<file path="config.mk">
export PLATFORM = sky130hd
export DESIGN_NAME = rms_settings
export DESIGN_NICKNAME = d
export VERILOG_FILES = /design/src/logic/rms_pkg.sv /design/src/logic/rms_settings.sv
export SDC_FILE = /design/constraint.sdc
export NUM_CORES = 1
export LEC_CHECK = 0
export ABC_AREA = 0
export ABC_CLOCK_PERIOD_IN_PS = 5800
export BUFFER_PORTS_ARGS = -buffer_cell sky130_fd_sc_hd__buf_2
export CORE_MARGIN = 1
export CORE_UTILIZATION = 30
export DETAILED_ROUTE_END_ITERATION = 12
export GPL_TIMING_DRIVEN = 0
export REMOVE_ABC_BUFFERS = 1
export SLEW_MARGIN = 10
export SYNTH_ARGS = -nofsm -noshare
export SYNTH_HDL_FRONTEND = slang
export SYNTH_SLANG_ARGS = --single-unit
</file>
<file path="constraint.sdc">
create_clock -name clk_sys -period 5.8 [get_ports clk_sys]
set_clock_uncertainty 0.15 [all_clocks]
set_input_delay 1.16 -clock clk_sys [delete_from_list [all_inputs] [get_ports clk_sys]]
set_output_delay 1.16 -clock clk_sys [all_outputs]
set_load 0.02 [all_outputs]
</file>
<file path="src/logic/rms_pkg.sv">
package rms_pkg;
  // Frame bytes
  localparam logic [7:0] FRAME_START    = 8'h02;
  localparam logic [7:0] CMD_SET        = 8'h09;
  localparam logic [7:0] CMD_GET        = 8'h0A;
  localparam logic [7:0] RSP_SET        = 8'h49;
  localparam logic [7:0] RSP_GET        = 8'h4A;
  localparam logic [7:0] STATUS_OK      = 8'h00;
  localparam logic [7:0] STATUS_FAIL    = 8'h01;
  localparam logic [7:0] LEN_STATUS     = 8'h01;
  localparam logic [7:0] LEN_GET_REQ    = 8'h02;
  // Setting offsets
  localparam logic [7:0] OFF_CHANNEL    = 8'h00;
  localparam logic [7:0] OFF_RATE       = 8'h01;
  localparam logic [7:0] OFF_SUBNET     = 8'h02;
  localparam logic [7:0] OFF_ADDR       = 8'h03;
  localparam logic [7:0] OFF_POWER      = 8'h04;
  localparam logic [7:0] OFF_FLAGS      = 8'h05;
  localparam logic [7:0] OFF_BAUD       = 8'h3C;
  localparam logic [7:0] BAUD_BYTES     = 8'h04;
  // Reset values
  localparam logic [7:0]  DEF_CHANNEL   = 8'h06;
  localparam logic [7:0]  DEF_RATE      = 8'h01;
  localparam logic [7:0]  DEF_SUBNET    = 8'hA9;
  localparam logic [7:0]  DEF_ADDR      = 8'h00;
  localparam logic [7:0]  DEF_POWER     = 8'h0A;
  localparam logic [7:0]  DEF_FLAGS     = 8'h09;
  localparam logic [31:0] DEF_BAUD      = 32'h0000_2580;
  // Limits
  localparam logic [31:0] BAUD_MIN      = 32'h0000_012C;
  localparam logic [31:0] BAUD_MAX      = 32'h0001_C200;
  localparam logic [7:0]  ADDR_MAX      = 8'hFE;
  localparam logic [7:0]  ADDR_BCAST    = 8'hFF;
  localparam int          SUBNET_USABLE = 248;
  // Flag bit positions
  localparam int FLAG_LED  = 0;
  localparam int FLAG_FRAG = 1;
  localparam int FLAG_IND  = 3;

  typedef struct packed {
    logic [7:0] channel;
    logic [7:0] subnet;
    logic [7:0] src;
    logic [7:0] dst;
  } rms_hdr_t;

  typedef struct packed {
    logic [7:0]  channel;
    logic [7:0]  rate;
    logic [7:0]  subnet;
    logic [7:0]  addr;
    logic [7:0]  power;
    logic [7:0]  flags;
    logic [31:0] baud;
  } rms_cfg_t;

  localparam rms_cfg_t CFG_DEFAULT = '{DEF_CHANNEL, DEF_RATE, DEF_SUBNET, DEF_ADDR,
                                       DEF_POWER, DEF_FLAGS, DEF_BAUD};

  // Subnets that collide with the radio sync pattern are refused
  function automatic logic subnet_ok(input logic [7:0] s);
    unique case (s)
      8'h00, 8'h30, 8'h33, 8'h63, 8'h66, 8'h92, 8'h99, 8'hCC: subnet_ok = 1'b0;
      default: subnet_ok = 1'b1;
    endcase
  endfunction : subnet_ok
endpackage : rms_pkg

</file>
<file path="src/logic/rms_settings.sv">
// Summary of operation
// - Subnet byte at 0x02, default 169, applied on restart request
// - Up to 248 usable subnets per channel
// - Traffic only with same subnet and channel
// - Set frame: start, 0x09, length, offset, data, checksum
// - Set reply: 02 49 01 00 checksum
// - Get frame 0x0A; reply 0x4A, offset, data
// - Own address at 0x03, 0..254, default 0
// - Own address is sender of sent packets
// - Accept packets addressed to own address or broadcast only
// - Destination 0xFF is broadcast, received whatever the own address on own channel and subnet
// - Flag byte at 0x05, default 9, OR-combined
// - Flag bit 0 drives activity LEDs low
// - Flag bit 1 enables fragmentation mode
// - Bit 3 with bit 1 reports each fragment
// - Baud rate four bytes at 0x3C, default 9600
// - Multi-byte parameters sent least byte first
// - Invalid stored baud falls back to default
module rms_settings
  import rms_pkg::*;
(
  // Clock and reset
  input  wire logic       clk_sys,
  input  wire logic       rst_b,
  // Restart request: stored settings take effect
  input  wire logic       apply_req,
  // Host command bytes in
  input  wire logic       rx_byte_valid,
  input  wire logic [7:0] rx_byte,
  output logic            rx_byte_ready,
  // Host reply bytes out
  output logic            tx_byte_valid,
  output logic [7:0]      tx_byte,
  input  wire logic       tx_byte_ready,
  // Radio packet headers
  input  wire logic       pkt_valid,
  input  wire rms_hdr_t   pkt_hdr,
  input  wire logic       pkt_is_fragment,
  output logic            pkt_accept,
  output logic            fragment_received_indication,
  output logic            fragment_drop,
  // Transmit header and activity
  output rms_hdr_t        tx_hdr_base,
  input  wire logic       radio_tx_busy,
  input  wire logic       radio_rx_busy,
  output logic            transmit_activity_led_b,
  output logic            receive_activity_led_b,
  // Settings in effect
  output rms_cfg_t        active_cfg,
  output logic            frag_mode
);

  localparam int RESP_BYTES = 9;

  // Elaboration guard on the subnet budget per channel
  if (SUBNET_USABLE != 248) begin : g_subnet_chk
    $error("Usable subnet count must be 248");
  end

  typedef enum {S_IDLE, S_CMD, S_LEN, S_BODY, S_CSUM, S_EXEC, S_SEND} rms_state_t;

  rms_state_t           st_q, st_d;
  logic [7:0]           cmd_q, cmd_d;
  logic [7:0]           len_q, len_d;
  logic [7:0]           cnt_q, cnt_d;
  logic [7:0]           off_q, off_d;
  logic [31:0]          par_q, par_d;
  logic [7:0]           cs_q, cs_d;
  logic                 good_q, good_d;
  rms_cfg_t             store_q, store_d;
  logic [RESP_BYTES-1:0][7:0] resp_q, resp_d;
  logic [3:0]           rn_q, rn_d;

  // Host side is stalled while a reply is pending
  assign rx_byte_ready = (st_q != S_EXEC) && (st_q != S_SEND);
  assign tx_byte_valid = (st_q == S_SEND);
  assign tx_byte       = resp_q[0];

  // Byte read of the stored map; zero for unmapped offsets
  function automatic logic [7:0] map_byte(input rms_cfg_t c, input logic [7:0] o);
    unique case (o)
      OFF_CHANNEL:       map_byte = c.channel;
      OFF_RATE:          map_byte = c.rate;
      OFF_SUBNET:        map_byte = c.subnet;
      OFF_ADDR:          map_byte = c.addr;
      OFF_POWER:         map_byte = c.power;
      OFF_FLAGS:         map_byte = c.flags;
      OFF_BAUD:          map_byte = c.baud[7:0];
      OFF_BAUD + 8'h01:  map_byte = c.baud[15:8];
      OFF_BAUD + 8'h02:  map_byte = c.baud[23:16];
      OFF_BAUD + 8'h03:  map_byte = c.baud[31:24];
      default:           map_byte = 8'h00;
    endcase
  endfunction : map_byte

  // Parser, store and reply builder
  always_comb begin
    logic [7:0] nparam;
    logic [7:0] x;
    logic       ok;
    logic [1:0] pidx;
    nparam  = len_q - 8'h01;
    pidx    = cnt_q[1:0] - 2'd1;
    x       = 8'h00;
    ok      = 1'b0;
    st_d    = st_q;
    cmd_d   = cmd_q;
    len_d   = len_q;
    cnt_d   = cnt_q;
    off_d   = off_q;
    par_d   = par_q;
    cs_d    = cs_q;
    good_d  = good_q;
    store_d = store_q;
    resp_d  = resp_q;
    rn_d    = rn_q;
    unique case (st_q)
      S_IDLE: begin
        if (rx_byte_valid && rx_byte == FRAME_START) begin
          cs_d = rx_byte;
          st_d = S_CMD;
        end
      end
      S_CMD: begin
        if (rx_byte_valid) begin
          cmd_d = rx_byte;
          cs_d  = cs_q ^ rx_byte;
          st_d  = S_LEN;
        end
      end
      S_LEN: begin
        if (rx_byte_valid) begin
          len_d  = rx_byte;
          cs_d   = cs_q ^ rx_byte;
          cnt_d  = 8'h00;
          par_d  = 32'h0;
          good_d = (rx_byte != 8'h00) && (rx_byte <= BAUD_BYTES + 8'h01);
          st_d   = (rx_byte == 8'h00) ? S_CSUM : S_BODY;
        end
      end
      S_BODY: begin
        if (rx_byte_valid) begin
          cs_d = cs_q ^ rx_byte;
          if (cnt_q == 8'h00) begin
            off_d = rx_byte;
          end else if (cnt_q <= BAUD_BYTES) begin
            // Lane index kept at two bits: a 32-bit difference would wrap out of range
            par_d[8*pidx +: 8] = rx_byte;
          end
          cnt_d = cnt_q + 8'h01;
          if (cnt_q + 8'h01 == len_q) begin
            st_d = S_CSUM;
          end
        end
      end
      S_CSUM: begin
        if (rx_byte_valid) begin
          // A frame with a bad checksum is dropped without a reply
          st_d = (rx_byte == cs_q && (cmd_q == CMD_SET || cmd_q == CMD_GET)) ?
                 S_EXEC : S_IDLE;
        end
      end
      S_EXEC: begin
        resp_d    = '0;
        resp_d[0] = FRAME_START;
        if (cmd_q == CMD_SET) begin
          // Values change only the stored copy until the next restart
          if (good_q && nparam == 8'h01) begin
            unique case (off_q)
              OFF_CHANNEL: begin store_d.channel = par_q[7:0]; ok = 1'b1; end
              OFF_RATE:    begin store_d.rate    = par_q[7:0]; ok = 1'b1; end
              OFF_SUBNET: begin
                ok = subnet_ok(par_q[7:0]);
                if (ok) store_d.subnet = par_q[7:0];
              end
              OFF_ADDR: begin
                ok = (par_q[7:0] <= ADDR_MAX);
                if (ok) store_d.addr = par_q[7:0];
              end
              OFF_POWER:   begin store_d.power   = par_q[7:0]; ok = 1'b1; end
              OFF_FLAGS:   begin store_d.flags   = par_q[7:0]; ok = 1'b1; end
              default:     ok = 1'b0;
            endcase
          end else if (good_q && nparam == BAUD_BYTES && off_q == OFF_BAUD) begin
            store_d.baud = par_q;
            ok           = 1'b1;
          end
          resp_d[1] = RSP_SET;
          resp_d[2] = LEN_STATUS;
          resp_d[3] = ok ? STATUS_OK : STATUS_FAIL;
          rn_d      = 4'd5;
        end else begin
          ok = good_q && len_q == LEN_GET_REQ &&
               ((off_q <= OFF_FLAGS && par_q[7:0] == 8'h01) ||
                (off_q == OFF_BAUD && par_q[7:0] == BAUD_BYTES));
          resp_d[1] = RSP_GET;
          if (ok) begin
            resp_d[2] = par_q[7:0] + 8'h01;
            resp_d[3] = off_q;
            for (int i = 0; i < 4; i++) begin
              if (8'(i) < par_q[7:0]) resp_d[4+i] = map_byte(store_q, off_q + 8'(i));
            end
            rn_d = 4'(par_q[3:0] + 4'd5);
          end else begin
            resp_d[2] = LEN_STATUS;
            resp_d[3] = STATUS_FAIL;
            rn_d      = 4'd5;
          end
        end
        // Trailing checksum over every byte before it
        for (int i = 0; i < RESP_BYTES - 1; i++) begin
          x = x ^ resp_d[i];
        end
        resp_d[rn_d - 4'd1] = x;
        st_d = S_SEND;
      end
      S_SEND: begin
        if (tx_byte_ready) begin
          resp_d = {8'h00, resp_q[RESP_BYTES-1:1]};
          rn_d   = rn_q - 4'd1;
          if (rn_q == 4'd1) st_d = S_IDLE;
        end
      end
      default: st_d = S_IDLE;
    endcase
  end

  always_ff @(posedge clk_sys or negedge rst_b) begin
    if (!rst_b) begin
      st_q    <= S_IDLE;
      cmd_q   <= 8'h00;
      len_q   <= 8'h00;
      cnt_q   <= 8'h00;
      off_q   <= 8'h00;
      par_q   <= 32'h0;
      cs_q    <= 8'h00;
      good_q  <= 1'b0;
      store_q <= CFG_DEFAULT;
      resp_q  <= '0;
      rn_q    <= 4'd0;
    end else begin
      st_q    <= st_d;
      cmd_q   <= cmd_d;
      len_q   <= len_d;
      cnt_q   <= cnt_d;
      off_q   <= off_d;
      par_q   <= par_d;
      cs_q    <= cs_d;
      good_q  <= good_d;
      store_q <= store_d;
      resp_q  <= resp_d;
      rn_q    <= rn_d;
    end
  end

  // Active copy and radio-facing outputs
  rms_cfg_t   act_q, act_d;
  logic       acc_q, acc_d;
  logic       ind_q, ind_d;
  logic       drop_q, drop_d;
  logic       ledt_q, ledt_d;
  logic       ledr_q, ledr_d;

  always_comb begin
    logic match;
    match = 1'b0;
    act_d = act_q;
    if (apply_req) begin
      act_d = store_q;
      // A baud outside the legal span would lock the host out, so use the default
      if (store_q.baud < BAUD_MIN || store_q.baud > BAUD_MAX) act_d.baud = DEF_BAUD;
    end
    match  = pkt_valid && pkt_hdr.channel == act_q.channel &&
             pkt_hdr.subnet == act_q.subnet &&
             (pkt_hdr.dst == act_q.addr || pkt_hdr.dst == ADDR_BCAST);
    // Fragments are useless unless fragmentation mode is on
    acc_d  = match && (!pkt_is_fragment || act_q.flags[FLAG_FRAG]);
    drop_d = match && pkt_is_fragment && !act_q.flags[FLAG_FRAG];
    ind_d  = acc_d && pkt_is_fragment && act_q.flags[FLAG_IND];
    ledt_d = !(act_q.flags[FLAG_LED] && radio_tx_busy);
    ledr_d = !(act_q.flags[FLAG_LED] && radio_rx_busy);
  end

  always_ff @(posedge clk_sys or negedge rst_b) begin
    if (!rst_b) begin
      act_q  <= CFG_DEFAULT;
      acc_q  <= 1'b0;
      ind_q  <= 1'b0;
      drop_q <= 1'b0;
      ledt_q <= 1'b1;
      ledr_q <= 1'b1;
    end else begin
      act_q  <= act_d;
      acc_q  <= acc_d;
      ind_q  <= ind_d;
      drop_q <= drop_d;
      ledt_q <= ledt_d;
      ledr_q <= ledr_d;
    end
  end

  assign active_cfg                   = act_q;
  assign frag_mode                    = act_q.flags[FLAG_FRAG];
  assign pkt_accept                   = acc_q;
  assign fragment_received_indication = ind_q;
  assign fragment_drop                = drop_q;
  assign transmit_activity_led_b      = ledt_q;
  assign receive_activity_led_b       = ledr_q;
  // Sender field always carries the active own address; dst is filled by the sender path
  assign tx_hdr_base = '{act_q.channel, act_q.subnet, act_q.addr, ADDR_BCAST};

endmodule : rms_settings

</file>
==> results.json, run 1 <==
{
  "clock_latency_ns": 0.55,
  "setup_viol": 0,
  "syn_avg_cell_area_um2": 9.46,
  "crit_slowest_cell": "dfrtp_4",
  "p_int_mw": 4.89,
  "netlist_area_mm2": 0.0185,
  "cpPeakStageDelay_ns": 0.95,
  "final_nets": 2077,
  "worstPathRequired_ns": 6.04,
  "hold_start": "active_cfg[32]",
  "drc": 0,
  "leakage_nw": 8.99,
  "p_clk_share_pct": 30.7,
  "worstSetupEndpointType": "register",
  "clockBufferDepth": 3,
  "synth_edf_count": 0,
  "track_usage_pct": 20.4,
  "ys_seq_area_share_pct": 43.1,
  "antenna_found_initial": 0,
  "cp_cell_sequence": "ha_1, nand4_1, xor2_1, nand2_1, nor2_1, nand3_1, a31oi_1, xor2_1, xnor3_1, mux2i_1, a21oi_1",
  "cp-startpoint": "off_q[2]",
  "regArea_mm2": 0.00798,
  "io_buffer_count": 160,
  "crit_path_start_kind": "register",
  "maxSlewHeadroom_pct": 14.3,
  "diodes": 0,
  "crit_top_cell": "xor2_1",
  "dr_total_vias": 15800,
  "total_power_mw": 7.92,
  "ys_seq_elements": 317,
  "critPathMaxFanout": 63,
  "path_class": "reg2reg",
  "wl_mm": 65.0,
  "via_per_inst": 5.61,
  "grt_overflow": 0,
  "stdcell_count": 2823,
  "pwr_density_cell_mw_per_mm2": 374,
  "start_util_pct": 30.5,
  "combPwrFrac_pct": 30.6,
  "core_region_area_mm2": 0.0606,
  "clkSinkCount": 317,
  "cts_hold_buf": 0,
  "slew_viol_final": 0,
  "seq_power_share_pct": 38.7,
  "wl_per_cell_um": 23.0,
  "htree_levels": 2,
  "syn-instance-count": 1953,
  "stdcell_area_mm2": 0.0212,
  "ys_warn_count": 0,
  "switching_share_pct": 38.2,
  "cap_viol_max_count": 0,
  "die_y_um": 250,
  "place_inst": 2750,
  "grt_pass1_vias": 15500,
  "hold_slack_ns": 0.317,
  "dp_hpwl_mm": 45.8,
  "ys_types": 89,
  "finalHoldViolations": 0,
  "root_buffer": "clkbuf_16",
  "die_x_um": 250,
  "numCtsBuffers": 37,
  "timing.rr.start": "off_q[2]",
  "multiInputGateArea_mm2": 0.00965,
  "fmax_ghz": 0.178,
  "status": "completed",
  "pin_count": 177,
  "rows": 90,
  "cts_tree": "built",
  "drt_iter0_markers": 1536,
  "worst_pin_slew_ns": 1.28,
  "gp_congestion": 1.02,
  "ys.flop_type": "dfrtp_1",
  "fill_cells": 6066,
  "period_share_pct": 96.8,
  "postRouteAntennaNets": 0,
  "final_common_cell": "dfrtp_1",
  "rsz0062_at_grt": "false",
  "layout_common_cells": "dfrtp_1, nand2_1, mux2_2",
  "cp.arrival_ns": 5.86,
  "cts.clk_slew.worst_paths_ns": 0.06,
  "grt_max_degree": 111,
  "dr.pass1.iters": 8,
  "syn_to_final_growth_pct": 14.6,
  "die_area_mm2": 0.0626,
  "grt_pass1_wl_mm": 98.2,
  "p_sw_mw": 3.03,
  "drive_gt1_share_pct": 23.5,
  "placed_cell_area_mm2": 0.0198,
  "period_minus_slack_ns": 5.62,
  "hold_path.class": "reg2reg",
  "ir_drop_uv": 244,
  "synth-async-reset-ratio_pct": 100
}
-- final cells by class --
| type | instances | area share (%) |
|---|---|---|
| clock buffers | 60 | 5.31 |
| repair buffers | 178 | 5.31 |
| flip-flops and latches | 317 | 37.7 |
| inverters | 45 | 0.803 |
| well taps | 782 | 4.62 |
| clock inverters | 8 | 0.709 |
| multi-input cells | 1433 | 45.5 |
-- power groups by stage --
stage          Clock, mW  Combinational [mW]  Sequential [mW]
6_report            2.43                2.42             3.06
2_1_floorplan          0                1.44             3.00
3_5_place_dp           0                2.27             3.12
5_1_grt             2.58                2.60             3.12
3_3_place_gp           0                2.15             3.15
4_1_cts             2.49                2.28             3.08
-- registers in the layout, indices dropped and copies added, names as in the netlist --
register	cells
active_cfg	80
transmit_activity_led_b	1
cs_q	8
rn_q	4
cnt_q	8
store_q	80
cmd_q	8
pkt_accept	1
fragment_received_indication	1
good_q	1
fragment_drop	1
off_q	8
receive_activity_led_b	1
par_q	32
resp_q	64
tx_byte	8
st_q	3
len_q	8
-- synth_stat cells, drive strengths merged (12+ instances only) --
cell type / n / area, um2
a221oi: 12 / 105
nor3: 48 / 240
nand3: 54 / 275
or3: 23 / 149
xor2: 45 / 394
mux2i: 32 / 320
a21oi: 89 / 445
and3: 26 / 163
mux2: 166 / 1870
clkbuf: 92 / 345
o22ai: 20 / 125
inv: 44 / 165
dfrtp: 285 / 7130
nor4: 26 / 163
nand2b: 13 / 81.3
o21ai: 165 / 826
nor2: 113 / 427
nand2: 249 / 935
buf: 74 / 462
a22oi: 29 / 218
a31oi: 27 / 184
nand4: 17 / 106
xnor2: 35 / 314
dfstp: 32 / 841
ha: 16 / 200
nor2b: 27 / 169
-- worst paths after layout --
check	to	slack [ns]	depth (start not counted)
min in group asynchronous	active_cfg[54]	0.52	1
hold / removal	transmit_activity_led_b	0.32	1
setup / recovery	resp_q[58]	0.18	11
hold reg to reg	transmit_activity_led_b	0.32	1
setup reg to reg	resp_q[58]	0.18	11
max in group asynchronous	off_q[1]	3.87	2
-- metal layers --
metal | share of wire [%] | GRT usage, % | vias up
li1 | - | - | 7138
met1 | 43 | 27.7 | 7887
met2 | 45 | 32.0 | 686
met3 | 7.7 | 3.76 | 128
met4 | 3.7 | 8.01 | 0
met5 | 0 | 0 | -
-- worst max-delay path, delay by kind of cell, from the launching register on --
family	cells	cell delay, ns
adders and majority gates	1	0.45
xor gates and xnor gates	3	1.48
DFF	1	0.95
and+or+nand+nor	4	1.68
muxes	1	0.19
AOI/OAI and AO/OA	2	0.55
-- kinds of logic (layout without fill, tap and decap cells) --
family                     count (synthesis)  in the layout  synth area share [%]
DFF                                      317            317                  43.1
adders and majority gates                 16             16                  1.08
AOI/OAI and AO/OA                        465            465                  16.1
muxes                                    205            205                  12.7
and+or+nand+nor                          652            653                  17.1
other                                      1              8                0.0203
buffers and inverters                    211            291                  5.28
xor gates and xnor gates                  86             86                  4.56
-- per-stage QoR --
step | worst slack, ns | TNS (ns) | util, %
2_1_floorplan | -0.907 | -41.11 | -
4_1_cts | 0.0323 | 0 | 34.8
3_3_place_gp | -4.43 | -1014.57 | 32.1
6_report | 0.183 | 0 | 35.0
5_1_grt | 0.127 | 0 | 35.0
3_5_place_dp | -0.305 | -2.10 | 32.7
-- repair_timing --
action | in CTS | in global routing
resized for setup | 2 | 3
setup buffers | 0 | 4
pin swaps | 0 | 1
endpoints found under the setup margin | 18 | 19
cloned | 0 | 1
No activity file was read; power rests on OpenSTA's default activity.
==> run 2, diff against run 1 <==
--- a/config.mk
+++ b/config.mk
@@ -8,6 +8,7 @@
 export ABC_AREA = 0
 export ABC_CLOCK_PERIOD_IN_PS = 5800
 export BUFFER_PORTS_ARGS = -buffer_cell sky130_fd_sc_hd__buf_2
+export CORE_ASPECT_RATIO = 0.9
 export CORE_MARGIN = 1
 export CORE_UTILIZATION = 30
 export DETAILED_ROUTE_END_ITERATION = 12
==> results.json, run 2 (synthesized netlist as in run 1, its figures left out) <==
{
  "grt_max_degree": 109,
  "setup_viol": 0,
  "pwr_density_cell_mw_per_mm2": 373,
  "core_region_area_mm2": 0.0603,
  "cp.arrival_ns": 5.84,
  "worstSetupEndpointType": "register",
  "drive_gt1_share_pct": 23.5,
  "place_ws_ns": -0.571,
  "drc": 0,
  "rows": 85,
  "die_x_um": 264,
  "p_clk_share_pct": 29.7,
  "layout_common_cells": "dfrtp_1, nand2_1, mux2_2",
  "drt_iter0_markers": 1832,
  "fmax_ghz": 0.178,
  "clkSinkCount": 317,
  "clock_latency_ns": 0.55,
  "critPathMaxFanout": 63,
  "hold_path.class": "reg2reg",
  "finalHoldViolations": 0,
  "antenna_found_initial": 1,
  "rr_worst_depth": 11,
  "r2r_end": "resp_q[57]",
  "total_power_mw": 7.86,
  "numCtsBuffers": 35,
  "gp_congestion": 1.01,
  "hold_end": "receive_activity_led_b",
  "p_sw_mw": 3.10,
  "crit_path_start_kind": "register",
  "postRouteAntennaNets": 0,
  "min_path_cells": 1,
  "wl_per_cell_um": 24.3,
  "dp_hpwl_mm": 48.4,
  "dr_total_vias": 15800,
  "timing.rr.start": "off_q[2]",
  "die_y_um": 237,
  "rsz0062_at_grt": "false",
  "worst_slack_ns": 0.191,
  "start_util_pct": 30.6,
  "seq_power_share_pct": 39.0,
  "wl_mm": 68.6,
  "via_per_inst": 5.60,
  "htree_levels": 2,
  "worst_pin_slew_ns": 1.34,
  "clockBufferDepth": 3,
  "grt_pass1_vias": 15500,
  "cts_tree": "built",
  "hold_start": "active_cfg[32]",
  "p_int_mw": 4.76,
  "root_buffer": "clkbuf_16",
  "switching_share_pct": 39.5,
  "worstPathRequired_ns": 6.03,
  "grt_overflow": 0,
  "slew_viol_final": 0,
  "ff2ff_setup_slack_ns": 0.19,
  "grt_pass1_wl_mm": 102,
  "path_class": "reg2reg",
  "dr.pass1.iters": 7,
  "syn_to_final_growth_pct": 14.1,
  "cts.clk_slew.worst_paths_ns": 0.06,
  "leakage_nw": 8.94,
  "period_minus_slack_ns": 5.61,
  "ir_drop_uv": 193,
  "period_share_pct": 96.7,
  "status": "completed",
  "final_nets": 2075,
  "pin_count": 177,
  "maxSlewHeadroom_pct": 10.6,
  "track_usage_pct": 21.6,
  "io_buffer_count": 160,
  "die_area_mm2": 0.0626,
  "fill_cells": 6063,
  "final_common_cell": "dfrtp_1",
  "cap_viol_max_count": 0,
  "combPwrFrac_pct": 31.3
}
[run 2: changes by cell type in the layout (fill, tap and decap cells not counted), moves of 3 or more]
| cell | delta |
|---|---|
| buf_4 | -3 |
| buf_16 | -3 |
| clkbuf_1 | -9 |
| buf_12 | +3 |
| clkinv_2 | +5 |
[run 2: routing by layer]
metal  GRT usage [%]  vias to the layer above  wire, um
met5               0                        -         0
met4            6.80                        0      1990
met3            5.73                      126      5710
met2            32.2                      620     29600
met1            30.2                     7915     31300
li1                -                     7133         -
[run 2: timing repair]
| item | 4_1_cts | 5_1_grt |
|---|---|---|
| hold buffers | 0 | 0 |
| resized for setup | 2 | 2 |
| pin swaps | 1 | 0 |
| buffers inserted | 3 | 1 |
| endpoints found under the setup margin | 22 | 19 |
| endpoints found under the hold margin | 0 | 0 |
| cloned | 1 | 0 |
[run 2: worst max-delay path: stages, from the launching register on]
cell     delay, ns
dfrtp_4       0.92
ha_1          0.47
nand4_1       0.20
xor2_1        0.56
nand3_1       0.45
nor3_1        1.07
a22o_1        0.32
o21ai_0       0.31
and3_1        0.32
o21ba_2       0.25
o31ai_1       0.28
o22ai_1       0.13
[run 2: power by group through the flow]
stage	registers (mW)	clock network [mW]	logic, mW
after global placement	3.15	0	2.19
after detailed placement	3.12	0	2.31
final	3.06	2.34	2.46
after CTS	3.09	2.40	2.36
after floorplan	3.00	0	1.44
after global routing	3.13	2.48	2.63
[run 2: per-stage QoR]
step	hold slack, ns	cells	area [um2]	setup TNS (ns)	util (%)
final	0.311	2820	21100	0	34.9
after detailed placement	0.301	2751	19800	-3.96	32.9
after floorplan	0.292	1794	17700	-41.11	-
after global placement	0.306	2737	19500	-1043.76	32.3
after global routing	0.328	2820	21100	0	34.9
after CTS	0.315	2818	21000	0	34.9
[run 2: layout make-up]
cell class              instances  area (um2)  area share, %
inverters                      45         173          0.819
clock buffers                  48        1030           4.87
flip-flops and latches        317        7980           37.9
multi-input cells            1433        9620           45.7
diodes                          1        2.50         0.0119
repair buffers                178        1120           5.30
well taps                     783         980           4.65
clock inverters                15         169          0.802
[run 2: worst max path at each step]
stage	endpoint	depth (start not counted)	start	slack (ns)
4_1_cts	resp_q[24]	11	off_q[1]	0.003
3_5_place_dp	resp_q[47]	10	off_q[1]	-0.57
3_3_place_gp	resp_q[44]	6	st_q[0]	-4.45
2_1_floorplan	resp_q[32]	7	st_q[0]	-0.91
5_1_grt	resp_q[47]	11	off_q[2]	0.15
6_report	resp_q[57]	11	off_q[2]	0.19
